### src/hdl/release_pkg.sv
package release_pkg;

	// clock and release delay timing
	localparam int unsigned CLK_HZ          = 10_000_000;
	localparam int unsigned DEFAULT_DELAY_S = 30;
	localparam logic [31:0] DEFAULT_DELAY_CYC =
		32'(CLK_HZ * DEFAULT_DELAY_S);

	// apb register byte offsets
	localparam logic [11:0] ADDR_CTRL   = 12'h000;
	localparam logic [11:0] ADDR_DELAY  = 12'h004;
	localparam logic [11:0] ADDR_STATUS = 12'h008;

	// control register fields
	localparam int CTRL_ABORT_USED = 0;
	localparam int CTRL_RESTART    = 1;
	localparam int CTRL_AUX1_EN    = 2;
	localparam int CTRL_AUX2_EN    = 3;
	localparam int CTRL_PANEL_RST  = 4;
	localparam logic [3:0] CTRL_RESET = 4'h0;

	// synchronised pin vector positions
	localparam int PIN_Z1_ALM  = 0;
	localparam int PIN_Z2_ALM  = 1;
	localparam int PIN_Z1_OPEN = 2;
	localparam int PIN_Z2_OPEN = 3;
	localparam int PIN_AUD_OPN = 4;
	localparam int PIN_REL_OPN = 5;
	localparam int PIN_ABT_OPN = 6;
	localparam int PIN_AUX1_OP = 7;
	localparam int PIN_AUX2_OP = 8;
	localparam int PIN_ABORT   = 9;
	localparam int PIN_GEN_IN  = 10;
	localparam int PIN_PRESS   = 11;
	localparam int PIN_TSIL    = 12;
	localparam int PIN_ASIL    = 13;
	localparam int PIN_PRST    = 14;
	localparam int PIN_JMP_A   = 15;
	localparam int PIN_JMP_B   = 16;
	localparam int PIN_JMP_C   = 17;
	localparam int PIN_JMP_GA  = 18;
	localparam int PIN_W       = 19;

	// zoning modes decoded from the jumpers
	typedef enum logic [2:0] {
		MODE_SINGLE = 3'b000,
		MODE_Z1_PRI = 3'b001,
		MODE_Z2_PRI = 3'b010,
		MODE_CROSS  = 3'b011,
		MODE_UNAUTH = 3'b100
	} mode_t;

	// release sequence states
	typedef enum logic [1:0] {
		ST_IDLE    = 2'b00,
		ST_DELAY   = 2'b01,
		ST_ABORT   = 2'b10,
		ST_RELEASE = 2'b11
	} state_t;

endpackage

### src/hdl/zoned_release_controller.sv
`timescale 1ns/1ps
module zoned_release_controller #(
	parameter logic [31:0] DELAY_RESET_CYCLES =
		release_pkg::DEFAULT_DELAY_CYC
) (
	input  wire logic        pclk,
	input  wire logic        presetn,
	input  wire logic [11:0] paddr,
	input  wire logic        psel,
	input  wire logic        penable,
	input  wire logic        pwrite,
	input  wire logic [31:0] pwdata,
	output logic      [31:0] prdata,
	output logic             pready,
	output logic             pslverr,
	input  wire logic [18:0] pins,    // raw panel inputs, see package
	output logic             release_out,
	output logic             predischarge_led,
	output logic             predischarge_relay,
	output logic             zone1_relay,
	output logic             zone2_relay,
	output logic             zone1_led,
	output logic             zone2_led,
	output logic             general_alarm_relay,
	output logic             audible_alarm_out,
	output logic             trouble_led,
	output logic             trouble_buzzer,
	output logic             general_trouble_out,
	output logic             power_led
);
	////////////////////////////////////////////////////////////////////
	// input synchronisers and zoning decode

	logic [18:0]          sy;        // synchronised pins
	release_pkg::mode_t   mode;      // decoded zoning mode

	pin_sync #(.W(release_pkg::PIN_W)) u_sync (
		.clk   (pclk),
		.rst_n (presetn),
		.d     (pins),
		.q     (sy)
	);

	// jumper decode
	// installed jumper reads as one; a and b both out is unauthorised
	function automatic release_pkg::mode_t decode_mode(
		input logic a, input logic b, input logic c);
		if (!a && !b)
			return release_pkg::MODE_UNAUTH;
		else if (!a)
			return release_pkg::MODE_Z1_PRI;
		else if (!b)
			return release_pkg::MODE_Z2_PRI;
		else if (!c)
			return release_pkg::MODE_CROSS;
		else
			return release_pkg::MODE_SINGLE;
	endfunction

	assign mode = decode_mode(sy[release_pkg::PIN_JMP_A],
		sy[release_pkg::PIN_JMP_B], sy[release_pkg::PIN_JMP_C]);

	////////////////////////////////////////////////////////////////////
	// apb register file

	logic [3:0]  ctrl_q, ctrl_d;     // control bits
	logic [31:0] delay_q, delay_d;   // release delay in cycles
	logic [31:0] prdata_d;
	logic        pready_d, pslverr_d;
	logic        sw_rst_q, sw_rst_d; // one-cycle software panel reset
	logic        wr_en;
	logic        hit;
	logic [31:0] status;

	// one wait state: pready rises on the second access cycle
	assign wr_en = psel && penable && pready && pwrite;
	assign hit   = (paddr == release_pkg::ADDR_CTRL)
	            || (paddr == release_pkg::ADDR_DELAY)
	            || (paddr == release_pkg::ADDR_STATUS);

	// register writes and read mux
	always_comb begin
		ctrl_d    = ctrl_q;
		delay_d   = delay_q;
		sw_rst_d  = 1'b0;
		pready_d  = psel && penable && !pready;
		pslverr_d = psel && penable && !pready && !hit;
		prdata_d  = '0;
		if (wr_en && paddr == release_pkg::ADDR_CTRL) begin
			ctrl_d   = pwdata[3:0];
			sw_rst_d = pwdata[release_pkg::CTRL_PANEL_RST];
		end
		if (wr_en && paddr == release_pkg::ADDR_DELAY) begin
			delay_d = pwdata;
		end
		if (psel && penable && !pready && !pwrite) begin
			unique case (paddr)
				release_pkg::ADDR_CTRL:   prdata_d = {28'h0, ctrl_q};
				release_pkg::ADDR_DELAY:  prdata_d = delay_q;
				release_pkg::ADDR_STATUS: prdata_d = status;
				default:                  prdata_d = '0;
			endcase
		end
	end

	// bus registers, control defaults to abort and aux unused
	always_ff @(posedge pclk or negedge presetn) begin
		if (!presetn) begin
			ctrl_q   <= release_pkg::CTRL_RESET;
			delay_q  <= DELAY_RESET_CYCLES;
			sw_rst_q <= 1'b0;
			prdata   <= '0;
			pready   <= 1'b0;
			pslverr  <= 1'b0;
		end else begin
			ctrl_q   <= ctrl_d;
			delay_q  <= delay_d;
			sw_rst_q <= sw_rst_d;
			prdata   <= prdata_d;
			pready   <= pready_d;
			pslverr  <= pslverr_d;
		end
	end

	////////////////////////////////////////////////////////////////////
	// zone latches and release sequence

	logic                panel_rst;
	logic                abort_act;
	logic [1:0]          zl_q, zl_d;    // latched zone alarms
	release_pkg::state_t st_q, st_d;
	logic                fire;          // zoning says release
	logic                tmr_start;
	logic [31:0]         tmr_cnt;
	logic                tmr_done;

	assign panel_rst = sy[release_pkg::PIN_PRST] || sw_rst_q;
	// abort only counts when its circuit is in use
	assign abort_act = sy[release_pkg::PIN_ABORT]
	                && ctrl_q[release_pkg::CTRL_ABORT_USED];
	// status word: zoning mode, sequence state and latched zones
	assign status = {25'h0, mode, st_q, zl_q};

	// zoning combines latched zones so cross-zone may arrive apart
	always_comb begin
		unique case (mode)
			release_pkg::MODE_SINGLE: fire = |zl_q;
			release_pkg::MODE_Z1_PRI: fire = zl_q[0];
			release_pkg::MODE_Z2_PRI: fire = zl_q[1];
			release_pkg::MODE_CROSS:  fire = &zl_q;
			release_pkg::MODE_UNAUTH: fire = |zl_q;
			default:                  fire = 1'b0;
		endcase
	end

	// sequence next state; latches clear only on panel reset
	always_comb begin
		// latch zones
		// a live zone alarm wins over a panel reset in the same cycle
		zl_d      = (panel_rst ? 2'b00 : zl_q)
		          | {sy[release_pkg::PIN_Z2_ALM], sy[release_pkg::PIN_Z1_ALM]};
		st_d      = st_q;
		tmr_start = 1'b0;
		if (panel_rst) begin
			st_d = release_pkg::ST_IDLE;
		end else begin
			unique case (st_q)
				release_pkg::ST_IDLE: begin
					if (fire && mode == release_pkg::MODE_UNAUTH) begin
						st_d = release_pkg::ST_RELEASE;
					end else if (fire) begin
						st_d      = release_pkg::ST_DELAY;
						tmr_start = 1'b1;
					end
				end
				release_pkg::ST_DELAY: begin
					if (abort_act)
						st_d = release_pkg::ST_ABORT;
					else if (tmr_done)
						st_d = release_pkg::ST_RELEASE;
				end
				release_pkg::ST_ABORT: begin
					if (!abort_act && ctrl_q[release_pkg::CTRL_RESTART]) begin
						st_d      = release_pkg::ST_DELAY;
						tmr_start = 1'b1;
					end else if (!abort_act) begin
						st_d = release_pkg::ST_RELEASE;
					end
				end
				release_pkg::ST_RELEASE: st_d = release_pkg::ST_RELEASE;
			endcase
		end
	end

	release_timer u_timer (
		.clk    (pclk),
		.rst_n  (presetn),
		.start  (tmr_start),
		.stop   (panel_rst),
		.hold   (abort_act),
		.limit  (delay_q),
		.cnt_q  (tmr_cnt),
		.done_q (tmr_done)
	);

	always_ff @(posedge pclk or negedge presetn) begin
		if (!presetn) begin
			zl_q <= 2'b00;
			st_q <= release_pkg::ST_IDLE;
		end else begin
			zl_q <= zl_d;
			st_q <= st_d;
		end
	end

	////////////////////////////////////////////////////////////////////
	// outputs, alarm and trouble

	logic out_rel_d, out_pre_d, out_ga_d, out_aud_d, out_tr_d, out_bz_d;
	logic alarm, ga_jmp;

	assign ga_jmp = sy[release_pkg::PIN_JMP_GA];
	// general alarm input is an alarm condition
	assign alarm  = |zl_q || sy[release_pkg::PIN_GEN_IN]
	             || sy[release_pkg::PIN_PRESS];

	always_comb begin
		out_rel_d = (st_d == release_pkg::ST_RELEASE);
		out_pre_d = (st_d != release_pkg::ST_IDLE);
		// general alarm relay: latched zones always, general alarm input and pressure switch gated by jumper
		out_ga_d  = |zl_q || (ga_jmp && (sy[release_pkg::PIN_GEN_IN]
		          || sy[release_pkg::PIN_PRESS]));
		out_aud_d = alarm && !sy[release_pkg::PIN_ASIL];
		out_tr_d  = sy[release_pkg::PIN_Z1_OPEN] || sy[release_pkg::PIN_Z2_OPEN]
		         || sy[release_pkg::PIN_AUD_OPN] || sy[release_pkg::PIN_REL_OPN]
		         || (sy[release_pkg::PIN_ABT_OPN]
		             && ctrl_q[release_pkg::CTRL_ABORT_USED])
		         || (sy[release_pkg::PIN_AUX1_OP]
		             && ctrl_q[release_pkg::CTRL_AUX1_EN])
		         || (sy[release_pkg::PIN_AUX2_OP]
		             && ctrl_q[release_pkg::CTRL_AUX2_EN])
		         || sy[release_pkg::PIN_TSIL] || sy[release_pkg::PIN_ASIL];
		// buzzer is the only thing trouble silence mutes
		out_bz_d  = out_tr_d && !sy[release_pkg::PIN_TSIL];
	end

	// every output straight from a flip-flop
	always_ff @(posedge pclk or negedge presetn) begin
		if (!presetn) begin
			release_out         <= 1'b0;
			predischarge_led    <= 1'b0;
			predischarge_relay  <= 1'b0;
			zone1_relay         <= 1'b0;
			zone2_relay         <= 1'b0;
			zone1_led           <= 1'b0;
			zone2_led           <= 1'b0;
			general_alarm_relay <= 1'b0;
			audible_alarm_out   <= 1'b0;
			trouble_led         <= 1'b0;
			trouble_buzzer      <= 1'b0;
			general_trouble_out <= 1'b0;
			power_led           <= 1'b0;
		end else begin
			release_out         <= out_rel_d;
			predischarge_led    <= out_pre_d;
			predischarge_relay  <= out_pre_d;
			zone1_relay         <= zl_q[0];
			zone2_relay         <= zl_q[1];
			zone1_led           <= zl_q[0];
			zone2_led           <= zl_q[1];
			general_alarm_relay <= out_ga_d;
			audible_alarm_out   <= out_aud_d;
			trouble_led         <= out_tr_d;
			trouble_buzzer      <= out_bz_d;
			general_trouble_out <= out_tr_d;
			power_led           <= 1'b1;
		end
	end
endmodule

### src/hdl/pin_sync.sv
`timescale 1ns/1ps
// two-stage synchroniser for a bundle of independent pin levels
module pin_sync #(
	parameter int W = 1
) (
	input  wire logic         clk,
	input  wire logic         rst_n,
	input  wire logic [W-1:0] d,
	output logic      [W-1:0] q
);
	logic [W-1:0] meta_q;  // first stage, read only by second
	logic [W-1:0] meta_d;
	logic [W-1:0] q_d;

	// next values are plain shifts
	always_comb begin
		meta_d = d;
		q_d    = meta_q;
	end

	// both stages clear to inactive
	always_ff @(posedge clk or negedge rst_n) begin
		if (!rst_n) begin
			meta_q <= '0;
			q      <= '0;
		end else begin
			meta_q <= meta_d;
			q      <= q_d;
		end
	end
endmodule

### src/hdl/release_timer.sv
`timescale 1ns/1ps
// release delay counter: counts cycles up to a loaded limit
module release_timer (
	input  wire logic        clk,
	input  wire logic        rst_n,
	input  wire logic        start,   // begin or restart from zero
	input  wire logic        stop,    // panel reset clears it
	input  wire logic        hold,    // freeze while aborted
	input  wire logic [31:0] limit,   // delay in clock cycles
	output logic      [31:0] cnt_q,
	output logic             done_q
);
	logic        run_q;
	logic        run_d;
	logic [31:0] cnt_d;
	logic        done_d;

	// count while running and not held, flag when limit is reached
	always_comb begin
		run_d  = run_q;
		cnt_d  = cnt_q;
		done_d = done_q;
		if (stop) begin
			run_d  = 1'b0;
			cnt_d  = '0;
			done_d = 1'b0;
		end else if (start) begin
			run_d  = 1'b1;
			cnt_d  = '0;
			done_d = 1'b0;
		end else if (run_q && !hold && !done_q) begin
			cnt_d  = cnt_q + 32'h0000_0001;
			done_d = (cnt_d >= limit);
		end
	end

	// counter resets idle at zero
	always_ff @(posedge clk or negedge rst_n) begin
		if (!rst_n) begin
			run_q  <= 1'b0;
			cnt_q  <= '0;
			done_q <= 1'b0;
		end else begin
			run_q  <= run_d;
			cnt_q  <= cnt_d;
			done_q <= done_d;
		end
	end
endmodule

### config.mk
export PLATFORM = sky130hd
export DESIGN_NAME = zoned_release_controller
export DESIGN_NICKNAME = d
export VERILOG_FILES = /design/src/hdl/release_pkg.sv /design/src/hdl/zoned_release_controller.sv /design/src/hdl/pin_sync.sv /design/src/hdl/release_timer.sv
export SDC_FILE = /design/constraint.sdc
export NUM_CORES = 1
export LEC_CHECK = 0
export ABC_AREA = 1
export BUFFER_PORTS_ARGS = -buffer_cell sky130_fd_sc_hd__buf_2
export CORE_AREA = 5 5 135 137
export CTS_BUF_LIST = sky130_fd_sc_hd__clkbuf_2
export DETAILED_ROUTE_END_ITERATION = 6
export DIE_AREA = 0 0 140 142
export PLACE_DENSITY = 0.69
export SYNTH_ARGS = -nofsm -noshare
export SYNTH_HDL_FRONTEND = slang
export SYNTH_SLANG_ARGS = --single-unit
### constraint.sdc
create_clock -name pclk -period 3.3 [get_ports pclk]
set_input_delay 0 -clock pclk [delete_from_list [all_inputs] [get_ports pclk]]
set_output_delay 0 -clock pclk [all_outputs]
set_load 0.03 [all_outputs]
==> out/results.ini <==
[outcome]
status=complete, no violations

[final_layout]
drive_gt1_share_pct=19.8
final_common_cell=nand2_1
regArea_um2=3920
final_util_pct=57.4
final_cell_mix=nand2_1, dfrtp_1, inv_1
n_fill_cell=1490
multi_input_area_um2=2890
fin_nets=1186
area_growth_pct=30.8

[die]
die_w_um=140
die_y_um=142
dieArea_um2=19900
rows=48
io_pins=115
initial_core_util_pct=43.9
core_um2=16900

[pwr]
seq_power_share_pct=57.5
switching_power_mw=1.00
p_comb_share_pct=10.4
p_leak_nw=5.04
p_clk_share_pct=32.2
p_int_mw=2.44
p_sw_share_pct=29.2
powerDensity_nw_per_um2=354
peakVddDrop_uv=253

[synthesis]
synth_async_sr_flop_share_pct=100
syn_inst=843
synth_edf_count=0
yosysUniqueCellTypes=41
syn_nets=944
ys_seq_area_share_pct=52.7
synth_ff_type=dfrtp_1
avgSynthCellArea_um2=8.82
ys_warn_count=0
synth_area_um2=7440
synth_seq_cells=156

[grt]
grt_pass1_wl_um=32200
grt_overflow_total=0
grt_pass1_vias=6246
grtUsageTotal_pct=20.3
grt_max_degree=79
antenna_found_initial=1

[clocking]
htree_levels=4
clkTransAtPathRegs_ns=0.26
cts_tree=built
cts-root-buf=clkbuf_2
numCtsBuffers=17
cts_buffer_depth=2
clkSinkCount=156
clock_latency_ns=0.75

[worst_setup_path]
crit_top_cell=dlygate4sd3_1
reg2reg_from=pready
worstReg2RegEnd=ctrl_q[1]
critPathSlowestCell=dlygate4sd3_1
cp_data_arrival_time_ns=3.90
ff2ff_setup_slack_ns=0.45
worstSetupPathType=in2reg
path_cells=dlygate4sd3_1 > buf_2 > or2_1 > nor3_2 > dlygate4sd3_1 > nand2_1 > dlygate4sd3_1 > nor2_4 > nand2_1 > dlygate4sd3_1 > o21ai_0 > dlygate4sd3_1
cp_data_required_time_ns=4.01
reg2regPathDepth=7
slowest_delay_ns=0.63
crit_path_end_kind=register
cp_max_fo=8
worstSetupStartpointType=input pin
timing.critical_path.from=paddr[1]
crit_end=ctrl_q[1]

[sta]
final_hold_viol_count=0
period_needed_ns=3.19
finClkSkew_ns=0.0252
tightest_slew_ns=0.970
relSlewSlack_pct=35.2
setup_slack_ns=0.112
fmax_ghz=0.314
finalCritPeriodShare_pct=96.6
holdWs_ns=0.0498
rsz0062_at_grt=no
setup_viol=0
slew_violations=0
setup-tns-final_ns=0

[place]
gp_congestion=0.915
io_buffer_count=114
dp_hpwl_um=12800
place_ws_ns=0.684

[routing]
wirelength_um=19400
vias_per_cell=4.73
vias=6261
wire_per_inst_um=14.7
drcViolationCount=0
drtPass1Iterations=5
drtIter0Drc=453
detail-route-antenna-nets=0

[min_path]
hold_path_class=in2reg

[run]
drv_cap=0

routing by layer:
metal  vias to the layer above  wire [um]  GRT usage, %
met3                        24        880          3.39
met1                      2952       8990          28.8
met4                         0        255          5.51
li1                       3111          -             -
met2                       174       9300          32.8
met5                         -          0             0
cell usage after synthesis (2+ instances only):
master	count	area share (%)
nor2_2	6	0.50
buf_6	7	1.1
ha_1	33	5.6
nand4_1	12	1.0
nor3_1	36	2.4
a21oi_1	13	0.87
o22ai_1	2	0.17
nand3b_1	3	0.30
nor2_4	2	0.30
o21bai_1	5	0.50
or2_1	2	0.17
dfrtp_1	146	49
dfstp_2	10	3.5
clkbuf_1	5	0.25
buf_4	4	0.40
nand3_1	23	1.5
nand2_2	4	0.34
a21o_1	2	0.20
inv_1	130	6.6
nand2_1	253	13
o21ai_1	3	0.20
buf_2	6	0.40
xor2_1	13	1.5
nand3_2	2	0.27
nor3_2	3	0.40
nor2_1	55	2.8
o21a_1	6	0.61
and3_1	2	0.17
o21ai_0	9	0.61
o21ai_2	32	3.8
xnor2_1	4	0.47
worst min-delay path by stage:
stage | startpoint | endpoint | slack, ns | cells past startpoint
finish | psel | delay_q[9] | 0.05 | 4
global route | psel | delay_q[9] | 0.05 | 4
CTS | pwdata[5] | delay_q[5] | 0.002 | 4
detailed placement | pins[12] | u_sync.meta_q[12] | 0.11 | 1
global placement | presetn | u_sync.meta_q[10] | 0.11 | 1
floorplan | presetn | audible_alarm_out | -0.30 | 0
power by group through the flow:
stage | clock network (mW) | logic [mW] | registers, mW
6_report | 1.11 | 0.358 | 1.98
3_5_place_dp | 0 | 0.244 | 2.01
2_1_floorplan | 0 | 0.107 | 2.02
5_1_grt | 1.21 | 0.398 | 1.99
4_1_cts | 1.13 | 0.352 | 1.98
3_3_place_gp | 0 | 0.242 | 2.01
metrics by stage:
stage	power [mW]	area, um^2	cells
3_5_place_dp	2.26	8210	1168
3_3_place_gp	2.25	8210	1168
4_1_cts	3.47	9720	1323
2_1_floorplan	2.13	7440	843
6_report	3.45	9730	1324
5_1_grt	3.59	9730	1324
repair_timing:
item                                    in CTS  in global routing
resized for setup                            0                  3
hold endpoints to repair                   246                  0
endpoints found under the setup margin       0                  6
buffers inserted                             0                  0
hold buffers                               123                  0
layout make-up:
| type | count | share of cell area (%) |
|---|---|---|
| diodes | 1 | 0.0257 |
| well taps | 225 | 2.89 |
| clock inverters | 15 | 1.76 |
| inverters | 130 | 5.02 |
| clock buffers | 17 | 0.875 |
| flip-flops and latches | 156 | 40.3 |
| multi-input cells | 535 | 29.7 |
| repair buffers | 245 | 19.5 |
kinds of logic after synthesis:
group	count (synthesis)	synth area share (%)
adders and majority gates	33	5.55
other	1	0.0504
and+or+nand+nor	406	23.4
xor gates and xnor gates	18	2.22
AOI/OAI and AO/OA	77	7.45
buffers and inverters	152	8.68
DFF	156	52.7
worst max-delay path: cells and delay by family:
| family | cells | cell delay, ns |
|---|---|---|
| buffers and inverters | 6 | 3.08 |
| AND/OR/NAND/NOR | 5 | 0.71 |
| AO/OA/AOI/OAI | 1 | 0.10 |
registers in the layout, summed over array words and instances, names as in the netlist, 2 cells and up:
register	flops
delay_q	32
prdata	32
u_timer.cnt_q	32
u_sync.meta_q	19
u_sync.q	19
ctrl_q	4
st_q	2
zl_q	2
Note: power is estimated with default switching activity, not from simulation.
